## config.mk

```make
export PLATFORM = sky130hd
export DESIGN_NAME = vps_special_ctrl
export DESIGN_NICKNAME = d
export VERILOG_FILES = /design/src/rtl/vps_pkg.sv /design/src/rtl/vps_special_ctrl.sv
export SDC_FILE = /design/constraint.sdc
export NUM_CORES = 1
export LEC_CHECK = 0
export BUFFER_PORTS_ARGS = -buffer_cell sky130_fd_sc_hd__buf_2
export CAP_MARGIN = 5
export CELL_PAD_IN_SITES_DETAIL_PLACEMENT = 1
export CELL_PAD_IN_SITES_GLOBAL_PLACEMENT = 2
export CORE_UTILIZATION = 11
export DETAILED_ROUTE_END_ITERATION = 16
export GPL_ROUTABILITY_DRIVEN = 0
export PLACE_DENSITY = 0.77
export SLEW_MARGIN = 30
export SYNTH_ARGS = -nofsm -noshare
export SYNTH_HDL_FRONTEND = slang
export SYNTH_SLANG_ARGS = --single-unit
```

## constraint.sdc

```tcl
create_clock -name mclk -period 1.2 [get_ports mclk]
set_input_delay 0.24 -clock mclk [delete_from_list [all_inputs] [get_ports mclk]]
set_output_delay 0.24 -clock mclk [all_outputs]
set_load 0.1 [all_outputs]
```

## src/rtl/vps_pkg.sv

```systemverilog
/*
  Package for the emulated PHY special control/status register: field
  positions, codes, reset values and carrier structs.
  Assumes one system clock domain and a synchronous active-high reset.
*/
package vps_pkg;

  // field positions within the low half-word
  localparam int VPS_BIT_COLL_TEST = 7;
  localparam int VPS_BIT_SPD_HI = 4;
  localparam int VPS_BIT_SPD_LO = 2;
  localparam int VPS_BIT_HB_OFF = 0;

  // speed/duplex codes
  localparam logic [2:0] VPS_SD_10_HALF = 3'h1;
  localparam logic [2:0] VPS_SD_100_HALF = 3'h2;
  localparam logic [2:0] VPS_SD_10_FULL = 3'h5;
  localparam logic [2:0] VPS_SD_100_FULL = 3'h6;

  // reset values
  localparam logic VPS_COLL_TEST_RST = 1'h0;

  // fields of the emulated phy basic control that this block watches
  typedef struct packed {
    logic emulated_autoneg_enable;
    logic emulated_speed_select_low;
    logic emulated_duplex_select;
    logic emulated_phy_soft_reset;
  } vps_basic_ctrl_t;

  // negotiated outcome from the emulated autoneg engine
  typedef struct packed {
    logic speed_100;
    logic full_duplex;
  } vps_an_result_t;

  // register access port
  typedef struct packed {
    logic wr_en;
    logic [31:0] wr_data;
  } vps_reg_wr_t;

endpackage : vps_pkg

```

## src/rtl/vps_special_ctrl.sv

```systemverilog
/*
  Emulated PHY special control/status register, low half: collision test,
  speed/duplex indication and heartbeat test control.
  Assumes the host bus and MII management decoders present a write strobe
  with data when this register is addressed and consume read_data.
*/
// Functional notes
// - collision test bit set drives collision while the switch engine transmits.
// - speed/duplex codes 001,010,101,110 for 10H,100H,10F,100F.
// - autoneg on shows negotiated result, else basic control speed/duplex bits.
// - bit 0 heartbeat test off, default loaded from configuration strap.
// - reset-scoped bits restore defaults on emulated phy reset via reset regs, only while the soft reset bit is set.
// - bits 31-16 pad to 32 bits; management view is 16 bits wide.
`timescale 1ns/10ps
module vps_special_ctrl
  import vps_pkg::*;
(
  // clock and reset
  input wire logic mclk,
  input wire logic srst,
  // strap level, held stable through reset
  input wire logic heartbeat_test_disable_strap,
  // emulated phy reset pulse from reset or power-management control
  input wire logic phy_reset_req,
  // basic control fields and autoneg outcome
  input vps_basic_ctrl_t basic_ctrl,
  input vps_an_result_t an_result,
  // register access
  input vps_reg_wr_t reg_wr,
  output logic [31:0] read_data,
  output logic [15:0] mgmt_read_data,
  // switch fabric host port
  input wire logic engine_tx_active,
  output logic host_collision,
  output logic heartbeat_test_off
);

  // write and reset decode
  logic wr_take;
  logic wr_coll_bit;
  logic wr_hb_bit;
  logic phy_rst;

  // collision test control
  logic coll_test_r;
  logic coll_test_nxt;

  // heartbeat test control
  logic hb_off_r;
  logic hb_off_nxt;

  // speed/duplex indication
  logic sd_speed_100;
  logic sd_full_duplex;
  logic [2:0] spd_r;
  logic [2:0] spd_nxt;

  // collision toward the host port
  logic coll_r;
  logic coll_nxt;

  // register read view, one driver per bit
  wire logic [15:0] low_half;

  // only bits 7 and 0 are writable; every other written bit is dropped
  assign wr_take = reg_wr.wr_en;

  assign wr_coll_bit = reg_wr.wr_data[VPS_BIT_COLL_TEST];

  assign wr_hb_bit = reg_wr.wr_data[VPS_BIT_HB_OFF];

  // reset-scoped bits restore only when the soft reset bit is set
  assign phy_rst = phy_reset_req & basic_ctrl.emulated_phy_soft_reset;

  // collision test control: written by software, not reset-scoped
  always_comb begin
    coll_test_nxt = coll_test_r;
    if (wr_take) begin
      coll_test_nxt = wr_coll_bit;
    end
  end

  always_ff @(posedge mclk) begin
    if (srst) begin
      coll_test_r <= VPS_COLL_TEST_RST;
    end else begin
      coll_test_r <= coll_test_nxt;
    end
  end

  // heartbeat control: an effective phy reset beats a same-cycle write
  always_comb begin
    hb_off_nxt = hb_off_r;
    if (wr_take) begin
      hb_off_nxt = wr_hb_bit;
    end
    if (phy_rst) begin
      hb_off_nxt = heartbeat_test_disable_strap;
    end
  end

  // strap is sampled by the clocked reset, never an async load
  always_ff @(posedge mclk) begin
    if (srst) begin
      hb_off_r <= heartbeat_test_disable_strap;
    end else begin
      hb_off_r <= hb_off_nxt;
    end
  end

  // speed/duplex source: negotiated outcome or the basic control bits
  always_comb begin
    if (basic_ctrl.emulated_autoneg_enable) begin
      sd_speed_100 = an_result.speed_100;
      sd_full_duplex = an_result.full_duplex;
    end else begin
      sd_speed_100 = basic_ctrl.emulated_speed_select_low;
      sd_full_duplex = basic_ctrl.emulated_duplex_select;
    end
  end

  // only the four legal codes are ever produced
  always_comb begin
    unique case ({sd_speed_100, sd_full_duplex})
      2'h0: begin
        spd_nxt = VPS_SD_10_HALF;
      end
      2'h1: begin
        spd_nxt = VPS_SD_10_FULL;
      end
      2'h2: begin
        spd_nxt = VPS_SD_100_HALF;
      end
      2'h3: begin
        spd_nxt = VPS_SD_100_FULL;
      end
    endcase
  end

  always_ff @(posedge mclk) begin
    if (srst) begin
      spd_r <= VPS_SD_10_HALF;
    end else begin
      spd_r <= spd_nxt;
    end
  end

  // collision follows the engine one clock late while the test bit is set
  always_comb begin
    coll_nxt = 1'h0;
    if (coll_test_nxt) begin
      coll_nxt = engine_tx_active;
    end
  end

  always_ff @(posedge mclk) begin
    if (srst) begin
      coll_r <= 1'h0;
    end else begin
      coll_r <= coll_nxt;
    end
  end

  // read view assembled bit by bit from the stored fields
  genvar bit_idx;
  generate
    for (bit_idx = 0; bit_idx < 16; bit_idx++) begin : g_low_bit
      if (bit_idx == VPS_BIT_COLL_TEST) begin : g_coll
        assign low_half[bit_idx] = coll_test_r;
      end else if (bit_idx == VPS_BIT_HB_OFF) begin : g_hb
        assign low_half[bit_idx] = hb_off_r;
      end else if (bit_idx >= VPS_BIT_SPD_LO &&
                   bit_idx <= VPS_BIT_SPD_HI) begin : g_spd
        assign low_half[bit_idx] = spd_r[bit_idx - VPS_BIT_SPD_LO];
      end else begin : g_rsv
        assign low_half[bit_idx] = 1'h0;
      end
    end
  endgenerate

  // host bus sees a padded word, management sees the low half only
  assign read_data = {16'h0000, low_half};

  assign mgmt_read_data = low_half;

  // outputs toward the host port and the phy core
  assign host_collision = coll_r;

  assign heartbeat_test_off = hb_off_r;

endmodule : vps_special_ctrl

```

# ---- Yosys cells after proc, flatten, opt, wreduce, memory -nomap -nowiden
# Index checks and enable logic that the tools add are counted.
dict set report totals {
  register_bits 6
}
dict set report classes {
  n_reduce_logical 3
  n_bitwise 2
  n_eq_ne 3
  muxes 7
}
# cell count
set ops {}
lappend ops {{3-bit one-hot mux with 4 select lines} 1}
lappend ops {{1-bit 2-to-1 mux} 6}
lappend ops {{2-bit equality test, second input constant} 2}
lappend ops {{3-bit nonzero test} 1}
lappend ops {{2-bit by 1-bit equality test with 1-bit output, second input constant} 1}
lappend ops {{2-bit logical NOT} 1}
lappend ops {{2-bit OR reduction} 1}
lappend ops {{1-bit AND} 1}
lappend ops {{1-bit NOT} 1}

# ---- Logic depth before layout (Yosys ltp)
# Gate-level depths: netlist (run 1).
dict set report depth {
  depth_word 3
  mapped_depth 2
  ltp_nobuf 2
}

# ---- Worst setup path after synthesis (run 1)
# No wires, ideal clock.
dict set report synth_path {
  kind {register to output}
  start {register hb_off_r (netlist: heartbeat_test_off)}
  end {output port mgmt_read_data[0]}
  path_buffers 1
  arrival_ps 1364
  setup_slack_ps -404
  stages_incl_launch_ff 2
  cell_sequence {edfxtp_1 -> buf_4}
}
# element line_no
set synth_lines {}
lappend synth_lines {{start: declaration} vps_special_ctrl.sv:49} ;# logic hb_off_r;
lappend synth_lines {{start signal: assignment} vps_special_ctrl.sv:105} ;# hb_off_r <= heartbeat_test_disable_strap;
lappend synth_lines {{start signal: assignment} vps_special_ctrl.sv:107} ;# hb_off_r <= hb_off_nxt;
lappend synth_lines {{end: declaration} vps_special_ctrl.sv:31} ;# output logic [15:0] mgmt_read_data,
# No word-level cell between the ends.

# ---- Final worst setup path (run 1)
dict set report layout_path {
  start {register hb_off_r (netlist: heartbeat_test_off)}
  end {output port mgmt_read_data[0]}
}
# No word-level cell between the ends.

==> results of run 1 <==
-- worst paths after layout --
kind,slack (ps),from,endpoint,depth (start not counted)
worst max-delay path,8,heartbeat_test_off$_DFFE_PP_,mgmt_read_data[0],1
worst min-delay path,260,basic_ctrl[1],spd_r[2]$_SDFF_PP0_,3
worst max register to register,370,coll_test_r$_SDFF_PP0_,host_collision$_SDFF_PP0_,2
worst min register to register,660,coll_test_r$_SDFF_PP0_,coll_test_r$_SDFF_PP0_,2
-- layout by cell type (no fill, tap or decap), types with 2 or more instances in the layout --
master / count
buf_12: 12
clkbuf_8: 3
conb_1: 38
dfxtp_1: 2
dfxtp_4: 3
mux2i_1: 3
buf_2: 13
nor2_1: 3
-- registers in the layout, summed over array words and instances, names as in the netlist --
name and cells:
coll_test_r 1, heartbeat_test_off 1, host_collision 1, spd_r 3
-- power breakdown --
| group | total (mW) | internal [mW] | switching [mW] |
|---|---|---|---|
| sequential | 0.245 | 0.220 | 0.0251 |
| combinational | 0.917 | 0.145 | 0.773 |
| clock | 0.321 | 0.229 | 0.0918 |
| total | 1.48 | 0.593 | 0.889 |
-- metal layers --
layer | share of wire | vias up
met2 | 0.50 | 38
met1 | 0.28 | 145
met3 | 0.21 | 2
met5 | 0 | -
met4 | 0.0095 | 0
li1 | - | 155
-- cells by family after synthesis --
kind of cell | share of synthesized area
muxes | 0.08089
buffers and inverters | 0.6067
other | 0.006735
AOI/OAI and AO/OA | 0.01573
DFF | 0.2337
and+or+nand+nor | 0.05620
-- repair_timing --
item                       4_1_cts  5_1_grt
gates cloned                     0        0
pin swaps                        0        0
setup endpoints to repair        3        3
resized for setup                0        0
buffers inserted                 0        0
hold buffers                     0        0
-- layout make-up --
cell class | instances | share of cell area
repair buffers | 26 | 0.3858
flip-flops and latches | 6 | 0.1744
clock buffers | 4 | 0.05556
well taps | 67 | 0.1034
multi-input cells | 49 | 0.2809
-- stage by stage --
step | util | hold slack [ps] | worst slack (ps)
finish | 0.1694 | 262.1 | 7.872
global route | 0.1694 | 294.4 | -26.43
CTS | 0.1694 | 266.2 | -1.245
detailed placement | 0.1600 | 491.3 | 113.3
global placement | 0.1600 | 482.2 | 119.7
floorplan | - | 302.7 | -323.5
==> metrics.yaml, run 1 <==
status:
  status: "complete, no violations"
place:
  dpl.hpwl_um: 788.6
  portBuffers: 25
  placed_cells: 148
  placed_area_um2: 765.7
worst_setup_path:
  cp_slowest_stage_delay_ps: 500
  crit_fanout: 3
  setup.worst_path.start_class: "register"
  path_buf_inv: 1
  worstPathCellList: "buf_12"
  cp.arrival_ps: 950
  path_class: "reg2out"
  critical-path-slowest-cell: "edfxtp_1"
  cp-end-kind: "output pin"
  required_ps: 960
  cp_top_family: "flip-flops"
floorplan:
  dieArea_um2: 5350
  initial_core_util: 0.1163
  io_pins: 94
  rows: 25
  core_um2: 4786
  chipWidth_um: 73.15
  die_h_um: 73.15
global_routing:
  use_met1: 0.02573
  antenna_found_initial: 0
  grt.overflow.total: 0
  grt_pass1_wl_um: 1186
  top_usage_layer: "met2"
  grt_pass1_vias: 287
  globalRouteMet3Util: 0.01934
  met2_usage: 0.05041
  track_usage: 0.02978
  grt_max_degree: 6
sta:
  final.period_utilization: 0.9934
  period_minus_slack_ps: 1192
  hold_viol: 0
  drv_slew: 0
  fin_skew_ps: 0.08518
  fmax_mhz: 838.8
  tns_ps: 0
  setup_viol: 0
  rsz0062_at_grt: "yes"
clock_network:
  root_buffer: "clkbuf_8"
  cts_max_level: 1
  cts_tree: "yes"
  clock_latency_ps: 220
  numCtsBuffers: 3
  clkSinkCount: 6
  cts.reportedPaths.clkPinSlew_ps: 40
  clockBufferDepth: 2
route:
  vias_per_cell: 2.237
  wl_per_cell_um: 5.520
  dr.pass1.iters: 1
  via_count: 340
  drtAntennaViolNets: 0
  drc: 0
  wirelength_um: 839
  drt_iter0_markers: 0
synth:
  ys.flop_type: "dfxtp_1"
  yosysMostFrequentCell: "buf_4"
  async_flop_share: 0
  synth_cells: 63
  synth_cell_types: 11
  synth-seq-cells: 6
  synth_area_leaders: "buf_4 61%, dfxtp_1 18%, mux2i_1 5.4%"
  synth_edf_count: 1
  syn_avg_cell_area_um2: 8.838
  synth-seq-area-share: 0.2337
  yosysWarnings: 0
  synth_top_area_frac: 0.6067
  ys_top_cells_by_count: "45 x buf_4, 5 x dfxtp_1, 3 x mux2i_1, 3 x nor2_1"
  synthesis.area_um2: 556.8
  synth_largest_area_cell: "buf_4"
pwr:
  p_leak_nw: 0.4015
  finalPower_mw: 1.483
  ir_drop_v: 0.0004543
  p_per_area_nw_per_um2: 1829
finish:
  area_delta_synth_final_pct: 45.62
  diodes: 0
  fin_cells: 152
  fill_cells: 579
  fin_nets: 130
  ff_latch_area_um2: 141.4
  multi_input_area_um2: 227.7
  final_layout_size_suffix_gt1_frac: 0.4000
  final_area_um2: 810.8
hold_path:
  hold_class: "in2reg"
flow_run:
  maxCapViolCount: 0
(Power assumes the default switching activity.)
==> inputs of run 2 (changes only) <==
Settings changed: PLACE_DENSITY 0.77 to 0.88.
==> metrics.yaml, run 2 (synthesis gave the netlist of run 1 again) <==
status:
  status: "complete, no violations"  # unchanged
finish:
  final_layout_size_suffix_gt1_frac: 0.3929  # was 0.4000
  area_delta_synth_final_pct: 44.27  # was 45.62%
  largest_reg_flops: 3  # unchanged
  final_area_um2: 803.3  # was 810.8 um^2
  final_common_cell: "conb_1"  # unchanged
  fin_nets: 129  # was 130
  diodes: 0  # unchanged
  final_cell_mix: "38 x conb_1, 13 x buf_2, 12 x buf_12"  # unchanged
  largest_register: "spd_r"  # unchanged
worst_setup_path:
  cp_slowest_stage_delay_ps: 510  # was 500 ps
  path_class: "reg2out"  # unchanged
  setup.worst_path.start_class: "register"  # unchanged
  required_ps: 960  # about the same
  cp.arrival_ps: 960  # was 950 ps
  cp-end-kind: "output pin"  # unchanged
  cp-startpoint: "heartbeat_test_off$_DFFE_PP_"  # unchanged
  path_buf_inv: 1  # unchanged
  crit_fanout: 3  # unchanged
  worstPathCellList: "buf_12"  # unchanged
  cp_top_family: "flip-flops"  # unchanged
  crit-reg2reg-launch: "coll_test_r$_SDFF_PP0_"  # unchanged
  critical-path-slowest-cell: "edfxtp_1"  # unchanged
sta:
  hold_viol: 0  # unchanged
  tns_ps: 0  # unchanged
  drv_slew: 0  # unchanged
  fin_skew_ps: 0.06384  # was 0.08518 ps
  rsz0062_at_grt: "yes"  # unchanged
  fmax_mhz: 834.6  # was 838.8 MHz
  hold_ws_ps: 247.7  # was 262.1 ps
  setup_viol: 0  # unchanged
  period_minus_slack_ps: 1198  # was 1192 ps
  final.period_utilization: 0.9985  # was 0.9934
pwr:
  p_per_area_nw_per_um2: 1837  # was 1829 nW/um^2
  ir_drop_v: 0.0005059  # was 0.0004543 V
  p_leak_nw: 0.3967  # was 0.4015 nW
route:
  drc: 0  # unchanged
  vias_per_cell: 2.172  # was 2.237
  wirelength_um: 782  # was 839 um
  via_count: 328  # was 340
  dr.pass1.iters: 2  # was 1
  drtAntennaViolNets: 0  # unchanged
  wl_per_cell_um: 5.179  # was 5.520 um
  drt_iter0_markers: 4  # was 0
floorplan:
  rows: 25  # unchanged
  chipWidth_um: 73.15  # unchanged
  dieArea_um2: 5350  # unchanged
  io_pins: 94  # unchanged
  die_h_um: 73.15  # unchanged
  core_um2: 4786  # unchanged
  initial_core_util: 0.1163  # unchanged
hold_path:
  hp-start: "srst"  # was basic_ctrl[1]
  hold_class: "in2reg"  # unchanged
clock_network:
  numCtsBuffers: 3  # unchanged
  clockBufferDepth: 2  # unchanged
  holdBufCountCts: 0  # unchanged
  cts_tree: "yes"  # unchanged
  cts_max_level: 1  # unchanged
  cts.reportedPaths.clkPinSlew_ps: 40  # about the same
  clkSinkCount: 6  # unchanged
  clock_latency_ps: 220  # about the same
  post_cts_buffers: 0  # unchanged
  cts_resized: 0  # unchanged
  root_buffer: "clkbuf_8"  # unchanged
global_routing:
  track_usage: 0.02631  # was 0.02978
  grt_max_degree: 7  # was 6
  antenna_found_initial: 0  # unchanged
  grt_pass1_wl_um: 1028  # was 1186 um
  grt.overflow.total: 0  # unchanged
  grt_pass1_vias: 247  # was 287
place:
  portBuffers: 25  # unchanged
  placed_area_um2: 758.2  # was 765.7 um^2
  dpl.hpwl_um: 758.4  # was 788.6 um
flow_run:
  maxCapViolCount: 0  # unchanged
==> run 2: power by group <==
part	internal (mW)	leakage, nW	total, mW	switching (mW)
clock network	0.229	0.0228	0.316	0.0878
registers	0.220	0.0530	0.245	0.0254
logic	0.143	0.321	0.914	0.772
==> run 2: metrics by stage <==
| stage | util | total power [mW] | instances | setup slack (ps) |
|---|---|---|---|---|
| final | 0.1678 | 1.476 | 151 | 1.860 |
| after global routing | 0.1678 | 1.523 | 151 | -24.65 |
| after CTS | 0.1678 | 1.486 | 151 | -13.23 |
| after detailed placement | 0.1584 | 1.164 | 147 | 92.04 |
| after global placement | 0.1584 | 1.161 | 147 | 93.89 |
| after floorplan | - | 1.129 | 100 | -323.5 |
==> run 2: metal layers <==
metal	share of wire	global-route usage	vias up
met5	0	0	-
met4	0.019	0.01961	0
li1	-	-	153
met2	0.57	0.05247	36
met1	0.25	0.01826	137
met3	0.16	0.01243	2
==> run 2: path summary, 6_finish.rpt <==
check | slack, ps | to | cells past startpoint
worst max register to register | 370 | host_collision$_SDFF_PP0_ | 2
worst min-delay path | 250 | spd_r[2]$_SDFF_PP0_ | 2
worst min register to register | 690 | coll_test_r$_SDFF_PP0_ | 2
worst max-delay path | 2 | heartbeat_test_off | 1
==> run 2: area by class of cell <==
| class | count | area, um^2 |
|---|---|---|
| Fill cell | 582 | 3983 |
| Timing Repair Buffer | 25 | 305.3 |
| Multi-Input combinational cell | 49 | 227.7 |
| Sequential cell | 6 | 141.4 |
| Tap cell | 67 | 83.83 |
| Clock buffer | 4 | 45.04 |
==> run 2: worst register-to-register path: cells and delay by family (launching register included) <==
family           cells  cell delay [ps]
flip-flops           1              440
AND/OR/NAND/NOR      1              170
multiplexers         1              140
